<file path="src/afc_cfg.svh">
// constants for the axis feed control and status block
// Operation
// override bit rise loads axis override value
// controller keeps override within 0.1 to 199.9
// linear, circular, traverse accept up to 199.9
// other operations cap override at 100.0
// in-span value above limit becomes limit
// override is 100.0 until first enable
// jog direction sampled on jog command rise
// direction high means decreasing position
// ratio bits followed continuously during handwheel
// ratio index is bit15:bit14, 00 is ratio one
// error location in status bits 3..0
// nonzero location raises flag, stores error code
// two-axis build hides task3/4, Z, U codes
// autoload flag set on start, cleared on done
// error reset command clears autoload flag
// autoload failure raises autoload error flag
// host tool checks job and data before serving
// no host contact within monitor time flags timeout
// error reset command clears autoload error flag
// words sampled once per refresh strobe
`ifndef AFC_CFG_SVH
`define AFC_CFG_SVH
`define AFC_X_CTRL_IDX   8'h0b
`define AFC_Y_CTRL_IDX   8'h0d
`define AFC_Z_CTRL_IDX   8'h0f
`define AFC_U_CTRL_IDX   8'h11
`define AFC_STATUS_IDX   8'h12
`define AFC_ERRCODE_IDX  8'h13
`define AFC_OVR_BASE_IDX 8'h20
`define AFC_CMD_IDX      8'h24
`define AFC_TOUT_IDX     8'h25
`define AFC_OVR_BIT      12
`define AFC_JDIR_BIT     13
`define AFC_RLO_BIT      14
`define AFC_RHI_BIT      15
`define AFC_ST_LOAD_BIT  4
`define AFC_ST_LERR_BIT  5
`define AFC_ST_TUP_BIT   6
`define AFC_ST_ERR_BIT   14
`define AFC_OVR_MIN      11'h001
`define AFC_OVR_MAX_HI   11'h7cf
`define AFC_OVR_MAX_LO   11'h3e8
`define AFC_OVR_DEFAULT  11'h3e8
`define AFC_TOUT_RESET   16'h03e8
`endif

</file>
<file path="src/afc_pkg.sv">
// types for the axis feed control and status block
package afc_pkg;
  typedef enum logic [1:0] {afc_idle, afc_wait, afc_load} afc_load_st_t;
  typedef struct packed {
    logic [3:0][15:0] ctrl;
    logic [3:0][10:0] ovr_set;
    logic [3:0][10:0] ovr_act;
    logic [3:0]       ovr_q;
    logic [3:0]       jog_q;
    logic [3:0]       jog_dir;
    logic [3:0][1:0]  ratio;
    logic [3:0]       loc;
    logic [15:0]      err_code;
    logic             load_flag;
    logic             load_err;
    logic             tup;
    logic [15:0]      tout;
    logic [15:0]      tcnt;
    afc_load_st_t     st;
    logic [31:0]      prdata;
  } afc_state_t;
endpackage

</file>
<file path="src/afc_regs.sv">
// axis feed control bits and system status word over apb
`timescale 1ns/1ns
`default_nettype none
`include "afc_cfg.svh"
module afc_regs
  import afc_pkg::*;
#(
  parameter bit TWO_AXIS = 1'b0
) (
  // apb slave
  input  wire logic              pclk,
  input  wire logic              presetn,
  input  wire logic              psel,
  input  wire logic              penable,
  input  wire logic              pwrite,
  input  wire logic [31:0]       paddr,
  input  wire logic [31:0]       pwdata,
  output logic      [31:0]       prdata,
  output logic                   pready,
  output logic                   pslverr,
  // motion core side
  input  wire logic              refresh,
  input  wire logic [3:0]        jog_cmd,
  input  wire logic [3:0]        op_fast,
  input  wire logic [3:0]        err_loc,
  input  wire logic [15:0]       err_code_in,
  input  wire logic              load_start,
  input  wire logic              load_done,
  input  wire logic              load_fail,
  input  wire logic              host_link,
  output logic      [3:0][10:0]  override,
  output logic      [3:0]        jog_dir,
  output logic      [3:0][1:0]   ratio_sel
);
  afc_state_t r;
  afc_state_t next_r;
  logic       wr;
  logic       rd;
  logic       hit;
  logic [7:0] idx;
  logic       rst_cmd;
  logic [3:0] eloc;
  assign idx = paddr[9:2];
  assign wr = psel & penable & pwrite;
  assign rd = psel & penable & ~pwrite;
  assign pready = 1'b1;
  // word addressed registers; every access done in one access cycle
  assign hit = (idx == `AFC_X_CTRL_IDX) || (idx == `AFC_Y_CTRL_IDX) ||
               (idx == `AFC_Z_CTRL_IDX) || (idx == `AFC_U_CTRL_IDX) ||
               (idx == `AFC_STATUS_IDX) || (idx == `AFC_ERRCODE_IDX) ||
               (idx >= `AFC_OVR_BASE_IDX && idx <= `AFC_TOUT_IDX);
  assign pslverr = psel & penable & ~hit;
  assign rst_cmd = wr && idx == `AFC_CMD_IDX && pwdata[0];
  // reduced build filters codes it cannot have
  always_comb begin
    eloc = err_loc;
    if (TWO_AXIS && (err_loc == 4'h4 || err_loc == 4'h5 || err_loc == 4'h8 ||
                     err_loc == 4'h9)) begin
      eloc = 4'h1;
    end
    if (err_loc > 4'h9) begin
      eloc = 4'h1;
    end
  end
  // next state
  always_comb begin
    next_r = r;
    // register writes
    if (wr) begin
      if (idx == `AFC_X_CTRL_IDX) begin
        next_r.ctrl[0] = pwdata[15:0];
      end else if (idx == `AFC_Y_CTRL_IDX) begin
        next_r.ctrl[1] = pwdata[15:0];
      end else if (idx == `AFC_Z_CTRL_IDX) begin
        next_r.ctrl[2] = pwdata[15:0];
      end else if (idx == `AFC_U_CTRL_IDX) begin
        next_r.ctrl[3] = pwdata[15:0];
      end else if (idx >= `AFC_OVR_BASE_IDX && idx < `AFC_CMD_IDX) begin
        next_r.ovr_set[idx[1:0]] = pwdata[10:0];
      end else if (idx == `AFC_TOUT_IDX) begin
        next_r.tout = pwdata[15:0];
      end
    end
    // control bits acted on only at a refresh strobe
    if (refresh) begin
      for (int i = 0; i < 4; i++) begin
        next_r.ovr_q[i] = r.ctrl[i][`AFC_OVR_BIT];
        next_r.jog_q[i] = jog_cmd[i];
        // load override on rising enable
        if (r.ctrl[i][`AFC_OVR_BIT] && !r.ovr_q[i]) begin
          next_r.ovr_act[i] = r.ovr_set[i];
        end
        // disabled override reads as default
        if (!r.ctrl[i][`AFC_OVR_BIT]) begin
          next_r.ovr_act[i] = `AFC_OVR_DEFAULT;
        end
        // direction latched on jog rise only
        if (jog_cmd[i] && !r.jog_q[i]) begin
          next_r.jog_dir[i] = r.ctrl[i][`AFC_JDIR_BIT];
        end
        // ratio bits tracked every refresh
        next_r.ratio[i] = {r.ctrl[i][`AFC_RHI_BIT], r.ctrl[i][`AFC_RLO_BIT]};
      end
      // location code captured
      next_r.loc = eloc;
      // code stored only with an error present
      next_r.err_code = (eloc != 4'h0) ? err_code_in : 16'h0000;
    end
    // autoload sequence with host-contact watchdog
    case (r.st)
      afc_idle: begin
        next_r.tcnt = 16'h0000;
        if (load_start) begin
          next_r.st = afc_wait;
        end
      end
      afc_wait: begin
        next_r.tcnt = r.tcnt + 16'h0001;
        if (host_link) begin
          next_r.st = afc_load;
        end else if (r.tcnt >= r.tout) begin
          next_r.st = afc_idle;
        end
      end
      default: begin
        if (load_done || load_fail) begin
          next_r.st = afc_idle;
        end
      end
    endcase
    // reset command ends the flag and sequence
    if (rst_cmd) begin
      next_r.load_flag = 1'b0;
      next_r.st = afc_idle;
    end
    // flag follows start and completion
    if (r.st == afc_load && load_done) begin
      next_r.load_flag = 1'b0;
    end
    if (r.st == afc_idle && load_start && !rst_cmd) begin
      next_r.load_flag = 1'b1;
    end
    // watchdog expiry raises time-up
    if (rst_cmd) begin
      next_r.tup = 1'b0;
    end
    if (r.st == afc_wait && !host_link && r.tcnt >= r.tout) begin
      next_r.tup = 1'b1;
      next_r.load_flag = 1'b0;
    end
    // reset command clears error; a new error wins
    if (rst_cmd) begin
      next_r.load_err = 1'b0;
    end
    // a failure outside idle or a timeout sets error flag
    if ((r.st != afc_idle && load_fail) ||
        (r.st == afc_wait && !host_link && r.tcnt >= r.tout)) begin
      next_r.load_err = 1'b1;
    end
    // read data captured in access cycle
    next_r.prdata = 32'h0000_0000;
    if (rd) begin
      if (idx == `AFC_X_CTRL_IDX) begin
        next_r.prdata = {16'h0000, r.ctrl[0]};
      end else if (idx == `AFC_Y_CTRL_IDX) begin
        next_r.prdata = {16'h0000, r.ctrl[1]};
      end else if (idx == `AFC_Z_CTRL_IDX) begin
        next_r.prdata = {16'h0000, r.ctrl[2]};
      end else if (idx == `AFC_U_CTRL_IDX) begin
        next_r.prdata = {16'h0000, r.ctrl[3]};
      end else if (idx == `AFC_STATUS_IDX) begin
        next_r.prdata = {17'h0_0000, (r.loc != 4'h0), 7'h00, r.tup,
                         r.load_err, r.load_flag, r.loc};
      end else if (idx == `AFC_ERRCODE_IDX) begin
        next_r.prdata = {16'h0000, r.err_code};
      end else if (idx >= `AFC_OVR_BASE_IDX && idx < `AFC_CMD_IDX) begin
        next_r.prdata = {21'h00_0000, r.ovr_set[idx[1:0]]};
      end else if (idx == `AFC_TOUT_IDX) begin
        next_r.prdata = {16'h0000, r.tout};
      end
    end
  end
  // state register
  always_ff @(posedge pclk or negedge presetn) begin
    if (!presetn) begin
      r <= '0;
      r.ovr_act <= {4{`AFC_OVR_DEFAULT}};
      r.ovr_set <= {4{`AFC_OVR_DEFAULT}};
      r.tout <= `AFC_TOUT_RESET;
      r.st <= afc_idle;
    end else begin
      r <= next_r;
    end
  end
  // prdata is combinational from the read capture would lag; drive live instead
  always_comb begin
    prdata = 32'h0000_0000;
    if (rd) begin
      if (idx == `AFC_STATUS_IDX) begin
        prdata = {17'h0_0000, (r.loc != 4'h0), 7'h00, r.tup,
                  r.load_err, r.load_flag, r.loc};
      end else if (idx == `AFC_ERRCODE_IDX) begin
        prdata = {16'h0000, r.err_code};
      end else if (idx == `AFC_TOUT_IDX) begin
        prdata = {16'h0000, r.tout};
      end else if (idx >= `AFC_OVR_BASE_IDX && idx < `AFC_CMD_IDX) begin
        prdata = {21'h00_0000, r.ovr_set[idx[1:0]]};
      end else if (idx == `AFC_X_CTRL_IDX) begin
        prdata = {16'h0000, r.ctrl[0]};
      end else if (idx == `AFC_Y_CTRL_IDX) begin
        prdata = {16'h0000, r.ctrl[1]};
      end else if (idx == `AFC_Z_CTRL_IDX) begin
        prdata = {16'h0000, r.ctrl[2]};
      end else if (idx == `AFC_U_CTRL_IDX) begin
        prdata = {16'h0000, r.ctrl[3]};
      end
    end
  end
  // outputs; override clamped per operation class
  for (genvar g = 0; g < 4; g++) begin : g_ax
    logic [10:0] lim;
    logic [10:0] v;
    // fast moves allow full span
    // others capped at 100.0
    assign lim = op_fast[g] ? `AFC_OVR_MAX_HI : `AFC_OVR_MAX_LO;
    assign v = (r.ovr_act[g] < `AFC_OVR_MIN) ? `AFC_OVR_MIN : r.ovr_act[g];
    // in-span value above limit replaced by limit
    assign override[g] = (v > lim) ? lim : v;
    // high means toward decreasing position
    assign jog_dir[g] = r.jog_dir[g];
    // index bit15 high, bit14 low
    assign ratio_sel[g] = r.ratio[g];
  end
  // checks on the stored error code and the override path; the clamp is pure logic, so
  // the clamp checks watch the output seen by the motion core in the same cycle; default and load checks watch the registered value
  // zero location leaves no stored code
  a_err_flag: assert property (@(posedge pclk) disable iff (!presetn)
    (r.loc == 4'h0)
    |-> (r.err_code == 16'h0000))
    else $error("code without location");
  // no enable at a refresh, default seen the next cycle
  a_ovr_def: assert property (@(posedge pclk) disable iff (!presetn)
    (refresh && !r.ctrl[0][`AFC_OVR_BIT])
    |=> (r.ovr_act[0] == `AFC_OVR_DEFAULT))
    else $error("override not default");
  // slow ops never exceed 100.0
  a_ovr_cap: assert property (@(posedge pclk) disable iff (!presetn)
    !op_fast[1]
    |-> (override[1] <= `AFC_OVR_MAX_LO))
    else $error("override above cap");
  // fast ops never exceed 199.9
  a_ovr_fast: assert property (@(posedge pclk) disable iff (!presetn)
    op_fast[0]
    |-> (override[0] <= `AFC_OVR_MAX_HI))
    else $error("override above span");
  // rising enable loads the stored value
  a_ovr_load: assert property (@(posedge pclk) disable iff (!presetn)
    (refresh && r.ctrl[0][`AFC_OVR_BIT] && !r.ovr_q[0])
    |=> (r.ovr_act[0] == $past(r.ovr_set[0])))
    else $error("override not loaded");
  // a steady enable does not reload
  a_ovr_hold: assert property (@(posedge pclk) disable iff (!presetn)
    (refresh && r.ctrl[0][`AFC_OVR_BIT] && r.ovr_q[0])
    |=> $stable(r.ovr_act[0]))
    else $error("override reloaded");
  // in-span value passes unchanged on a fast op
  a_ovr_pass: assert property (@(posedge pclk) disable iff (!presetn)
    (op_fast[2] && r.ovr_act[2] >= `AFC_OVR_MIN && r.ovr_act[2] <= `AFC_OVR_MAX_HI)
    |-> (override[2] == r.ovr_act[2]))
    else $error("override altered");
  // value above a slow limit becomes the limit
  a_ovr_clip: assert property (@(posedge pclk) disable iff (!presetn)
    (!op_fast[3] && r.ovr_act[3] > `AFC_OVR_MAX_LO)
    |-> (override[3] == `AFC_OVR_MAX_LO))
    else $error("override not clipped");
  // nothing below the bottom of the span leaves
  a_ovr_floor: assert property (@(posedge pclk) disable iff (!presetn)
    1'b1
    |-> (override[1] >= `AFC_OVR_MIN))
    else $error("override below span");
  // jog and ratio: both are sampled only at a refresh strobe
  // jog direction holds without jog rise
  a_jog_hold: assert property (@(posedge pclk) disable iff (!presetn)
    !(refresh && jog_cmd[0] && !r.jog_q[0])
    |=> $stable(r.jog_dir[0]))
    else $error("jog direction changed");
  // jog rise takes the direction bit
  a_jog_take: assert property (@(posedge pclk) disable iff (!presetn)
    (refresh && jog_cmd[1] && !r.jog_q[1])
    |=> (r.jog_dir[1] == $past(r.ctrl[1][`AFC_JDIR_BIT])))
    else $error("jog direction not taken");
  // nothing moves the direction between refreshes
  a_jog_idle: assert property (@(posedge pclk) disable iff (!presetn)
    !refresh
    |=> $stable(r.jog_dir))
    else $error("jog direction moved");
  // ratio follows control word at refresh
  a_ratio_trk: assert property (@(posedge pclk) disable iff (!presetn)
    refresh
    |=> (r.ratio[2] == $past(r.ctrl[2][15:14])))
    else $error("ratio stale");
  // location and ratio only move at a refresh
  a_refresh_only: assert property (@(posedge pclk) disable iff (!presetn)
    !refresh
    |=> ($stable(r.loc) && $stable(r.ratio)))
    else $error("update outside refresh");
  // error location word
  // location captured at refresh
  a_loc_cap: assert property (@(posedge pclk) disable iff (!presetn)
    (refresh && !TWO_AXIS && err_loc < 4'ha)
    |=> (r.loc == $past(err_loc)))
    else $error("location not captured");
  // only defined codes are reported
  a_loc_range: assert property (@(posedge pclk) disable iff (!presetn)
    1'b1
    |-> (r.loc <= 4'h9))
    else $error("location out of range");
  // a nonzero location stores its code
  a_code_cap: assert property (@(posedge pclk) disable iff (!presetn)
    (refresh && eloc != 4'h0)
    |=> (r.err_code == $past(err_code_in)))
    else $error("error code not stored");
  // reduced build never shows missing units
  a_two_axis: assert property (@(posedge pclk) disable iff (!presetn)
    TWO_AXIS
    |-> (r.loc != 4'h4 && r.loc != 4'h5 && r.loc != 4'h8 && r.loc != 4'h9))
    else $error("unsupported location shown");
  // autoload flags; set and clear may meet in one cycle, see priorities above
  // start from idle sets flag
  a_load_set: assert property (@(posedge pclk) disable iff (!presetn)
    (r.st == afc_idle && load_start && !rst_cmd)
    |=> r.load_flag)
    else $error("autoload flag not set");
  // completion clears the flag
  a_load_done: assert property (@(posedge pclk) disable iff (!presetn)
    (r.st == afc_load && load_done)
    |=> !r.load_flag)
    else $error("autoload flag not cleared");
  // flag rises only on a start from idle
  a_flag_hold: assert property (@(posedge pclk) disable iff (!presetn)
    (!r.load_flag && !(r.st == afc_idle && load_start))
    |=> !r.load_flag)
    else $error("autoload flag rose alone");
  // reset command drops the flag
  a_load_rst: assert property (@(posedge pclk) disable iff (!presetn)
    rst_cmd
    |=> !r.load_flag)
    else $error("autoload flag kept");
  // failure while busy sets the error flag
  a_fail_set: assert property (@(posedge pclk) disable iff (!presetn)
    (r.st != afc_idle && load_fail)
    |=> r.load_err)
    else $error("autoload error not set");
  // error flag stays until the reset command
  a_err_keep: assert property (@(posedge pclk) disable iff (!presetn)
    (r.load_err && !rst_cmd)
    |=> r.load_err)
    else $error("autoload error lost");
  // reset command clears error next cycle unless new failure or timeout
  a_err_clr: assert property (@(posedge pclk) disable iff (!presetn)
    (rst_cmd && !load_fail && r.st != afc_wait)
    |=> !r.load_err)
    else $error("error flag not cleared");
  // host silence past the limit raises time-up
  a_tup_set: assert property (@(posedge pclk) disable iff (!presetn)
    (r.st == afc_wait && !host_link && r.tcnt >= r.tout)
    |=> r.tup)
    else $error("time-up not raised");
  // reset command clears time-up without a new expiry
  a_tup_clr: assert property (@(posedge pclk) disable iff (!presetn)
    (rst_cmd && !(r.st == afc_wait && !host_link && r.tcnt >= r.tout))
    |=> !r.tup)
    else $error("time-up not cleared");
endmodule
`default_nettype wire

</file>
<file path="config.mk">
export PLATFORM = sky130hd
export DESIGN_NAME = afc_regs
export DESIGN_NICKNAME = d
export VERILOG_FILES = /design/src/afc_pkg.sv /design/src/afc_regs.sv
export VERILOG_INCLUDE_DIRS = /design/src
export SDC_FILE = /design/constraint.sdc
export NUM_CORES = 1
export LEC_CHECK = 0
export BUFFER_PORTS_ARGS = -buffer_cell sky130_fd_sc_hd__buf_2
export CAP_MARGIN = 20
export CORE_ASPECT_RATIO = 0.7
export CORE_MARGIN = 5
export CORE_UTILIZATION = 40
export DETAILED_ROUTE_END_ITERATION = 7
export GPL_ROUTABILITY_DRIVEN = 0
export PLACE_DENSITY_LB_ADDON = 0.15
export SETUP_SLACK_MARGIN = 0.4
export SLEW_MARGIN = 0
export SYNTH_ARGS = -nofsm -noshare
export SYNTH_HDL_FRONTEND = slang
export SYNTH_SLANG_ARGS = --single-unit
</file>
<file path="constraint.sdc">
create_clock -name pclk -period 2.5 [get_ports pclk]
set_input_delay 0.5 -clock pclk [delete_from_list [all_inputs] [get_ports pclk]]
set_output_delay 0.5 -clock pclk [all_outputs]
set_load 0.005 [all_outputs]
</file>
==> results.toml <==
[route]
dr.pass1.iters = 5
ant_nets = 0
drc = 0
dr_total_vias = 10300
viasPerCell = 5.29
totalWireLength_um = 38300
drt_iter0_markers = 707
routedWlPerCell_um = 19.7

[die]
row_count = 54
die_area_um2 = 34900
die_w_um = 221
start_util_pct = 40.3
io_pins = 192
core_area_um2 = 31000
die_height_um = 158

[logic_synthesis]
ys_seq_area_share_pct = 46.4
synthArstFlopShare_pct = 100
syn_area_per_cell_um2 = 10.2
netlist_area_um2 = 12500
synth-seq-cells = 229
synth_edf_count = 0
synth_cell_types = 78
ys_warn_count = 0
synth_ff_type = "dfrtp_1"
syn-instance-count = 1230

[clock_tree]
cts-root-buf = "clkbuf_16"
clkTransAtPathRegs_ns = 0.06
cts_htree_levels = 1
tritoncts = "yes"
numCtsBuffers = 24
clock_path_buffers = 3
numClockSinks = 229
insertion_delay_ns = 0.53

[global_route]
grt_overflow_total = 0
grt_max_degree = 65
grt_pass1_wl_um = 59600
grt_usage_pct = 21.3
grt_antenna_before_repair = 0
grt_pass1_vias = 10400

[outcome]
failed_checks = "setup timing"
status = "complete, but fails checks"

[sta]
skew_ns = 0.0113
post-route-period-util_pct = 131
max_slew.worst_pin.slew_ns = 0.576
setup_slack_ns = -0.779
slew_headroom_pct = 61.6
period_needed_ns = 3.28
final_hold_viol_count = 0
fmax_ghz = 0.305
hold-worst-slack_ns = 0.175
slew_violations = 0
rsz0062_at_grt = "true"
final-setup-viol-count = 53

[worst_setup_path]
crit_path_start_kind = "register"
crit_required_ns = 2.00
cp.arrival_ns = 2.78
crit_path_end_kind = "output pin"
ff2ff_path_depth = 8
cp_max_fo = 4
criticalPathCategory = "register to output pin"

[pwr]
p_leak_uw = 0.00790
p_per_area_nw_per_um2 = 538
peakVddDrop_mv = 0.379

[min_path]
hold_depth = 3
hold_class = "primary input to register"

[finish]
multi_input_area_um2 = 6880
areaGrowthSynthToFinish_pct = 36.5
nFillCells = 2713
layout_common_cells = "175 x dfrtp_1, 158 x buf_4, 119 x nand2_1"
layout_commonest_cell = "dfrtp_1"
drive_above_1_share_pct = 40.8
register_area_um2 = 5800
nNetsFinal = 1647

[placed_design]
dp_hpwl_um = 27800
dpl_worst_slack_ns = -0.404
io_buffers = 134

[flow_run]
drv_cap = 0
==> cells in the mapped netlist, types with 4 or more instances <==
cell type | instances | area share, %
dfrtp_1 | 175 | 35
nand2_1 | 129 | 3.9
o21ai_0 | 118 | 4.7
mux2_1 | 93 | 8.4
inv_1 | 72 | 2.2
a21oi_1 | 65 | 2.6
nor2_1 | 65 | 2.0
dfstp_2 | 54 | 11
clkbuf_1 | 46 | 1.4
mux2_2 | 39 | 3.5
ha_1 | 37 | 3.7
buf_4 | 31 | 1.9
o22ai_1 | 28 | 1.4
mux2i_1 | 20 | 1.6
nand2b_1 | 16 | 0.80
nand3_1 | 16 | 0.64
buf_2 | 15 | 0.60
a31oi_1 | 14 | 0.70
nor2b_1 | 12 | 0.60
mux4_2 | 10 | 1.8
nor3_1 | 9 | 0.36
nor4_1 | 9 | 0.45
or2_2 | 9 | 0.45
a21o_1 | 7 | 0.42
nand4_1 | 7 | 0.35
a22oi_1 | 6 | 0.36
and3_1 | 6 | 0.30
nand3b_1 | 6 | 0.36
o31a_1 | 6 | 0.42
xnor2_1 | 6 | 0.42
o21ai_1 | 5 | 0.20
o221ai_1 | 5 | 0.35
or3_1 | 5 | 0.25
a22o_1 | 4 | 0.28
a41oi_1 | 4 | 0.28
and2_1 | 4 | 0.20
and4_1 | 4 | 0.28
nor3b_1 | 4 | 0.24
o211ai_1 | 4 | 0.24
o31ai_2 | 4 | 0.40
xor2_1 | 4 | 0.28
==> kinds of logic after synthesis <==
logic type / share of synthesized area, %
buffers and inverters: 6.37
adders and majority gates: 3.71
and+or+nand+nor: 12.9
other: 0.0601
AOI/OAI and AO/OA: 14.5
muxes: 15.3
DFF: 46.4
xor gates and xnor gates: 0.701
==> registers in the layout, summed over array words and instances, names as in the netlist <==
register   count
r            217
jog_dir        4
ratio_sel      8
==> area by class of cell <==
cell class                      count  share of cell area [%]
Timing Repair Buffer              334                    15.4
Antenna cell                        1                  0.0147
Clock buffer                       32                    4.06
Inverter                           72                    1.65
Tap cell                          420                    3.08
Multi-Input combinational cell    847                    40.4
Clock inverter                     12                    1.45
Sequential cell                   229                    34.0
==> worst paths after layout <==
path,from,end,slack (ns)
hold reg to reg,jog_dir[3]$_DFFE_PN0P_,jog_dir[3]$_DFFE_PN0P_,0.49
setup / recovery,r[139]$_DFFE_PN1P_,override[23],-0.78
min in group asynchronous,presetn,r[119]$_DFFE_PN0P_,0.49
max in group asynchronous,presetn,r[58]$_DFFE_PN1P_,1.27
setup reg to reg,r[53]$_DFFE_PN1P_,r[67]$_DFFE_PN0P_,0.48
hold / removal,err_code_in[10],r[79]$_DFFE_PN0P_,0.17
==> per-stage QoR <==
step           power, µW  utilization, %  instance area (µm²)  TNS (ns)  std cells
6_report            9180            55.0                17100    -25.62       1947
5_1_grt             9530            55.0                17000    -30.93       1946
4_1_cts             9230            53.5                16600    -26.41       1936
3_5_place_dp        4910            47.6                14800    -13.19       1867
3_3_place_gp        4890            47.6                14800    -11.58       1867
2_1_floorplan       4450               -                12700   -0.0695       1245
==> timing repair <==
action,CTS,global route
endpoints found under the hold margin,37,0
hold buffers,1,0
gates resized for setup,148,70
cloned,2,1
setup endpoints to repair,64,64
pin swaps,64,43
buffers inserted,22,9
==> layer usage <==
| layer | track usage, % | vias up | share of wire (%) |
|---|---|---|---|
| met5 | 0 | - | 0 |
| met4 | 3.19 | 0 | 1.6 |
| met3 | 3.78 | 45 | 4.7 |
| met2 | 34.6 | 224 | 46 |
| met1 | 30.9 | 5123 | 47 |
| li1 | - | 4910 | - |
==> critical path, stage by stage, from the launching register on <==
cell	delay, ns
dfstp_2	0.38
nor4_4	0.31
a41oi_2	0.17
ha_1	0.31
and4b_1	0.19
nand3_2	0.06
mux2_4	0.28
o31ai_4	0.08
buf_6	0.17
mux2i_1	0.17
buf_2	0.13
==> power by group <==
| part | internal [µW] | switching [µW] |
|---|---|---|
| clock network | 2680 | 1560 |
| registers | 3830 | 110 |
| logic | 419 | 573 |
| total | 6930 | 2250 |
Power figures use the tool's default switching activity.
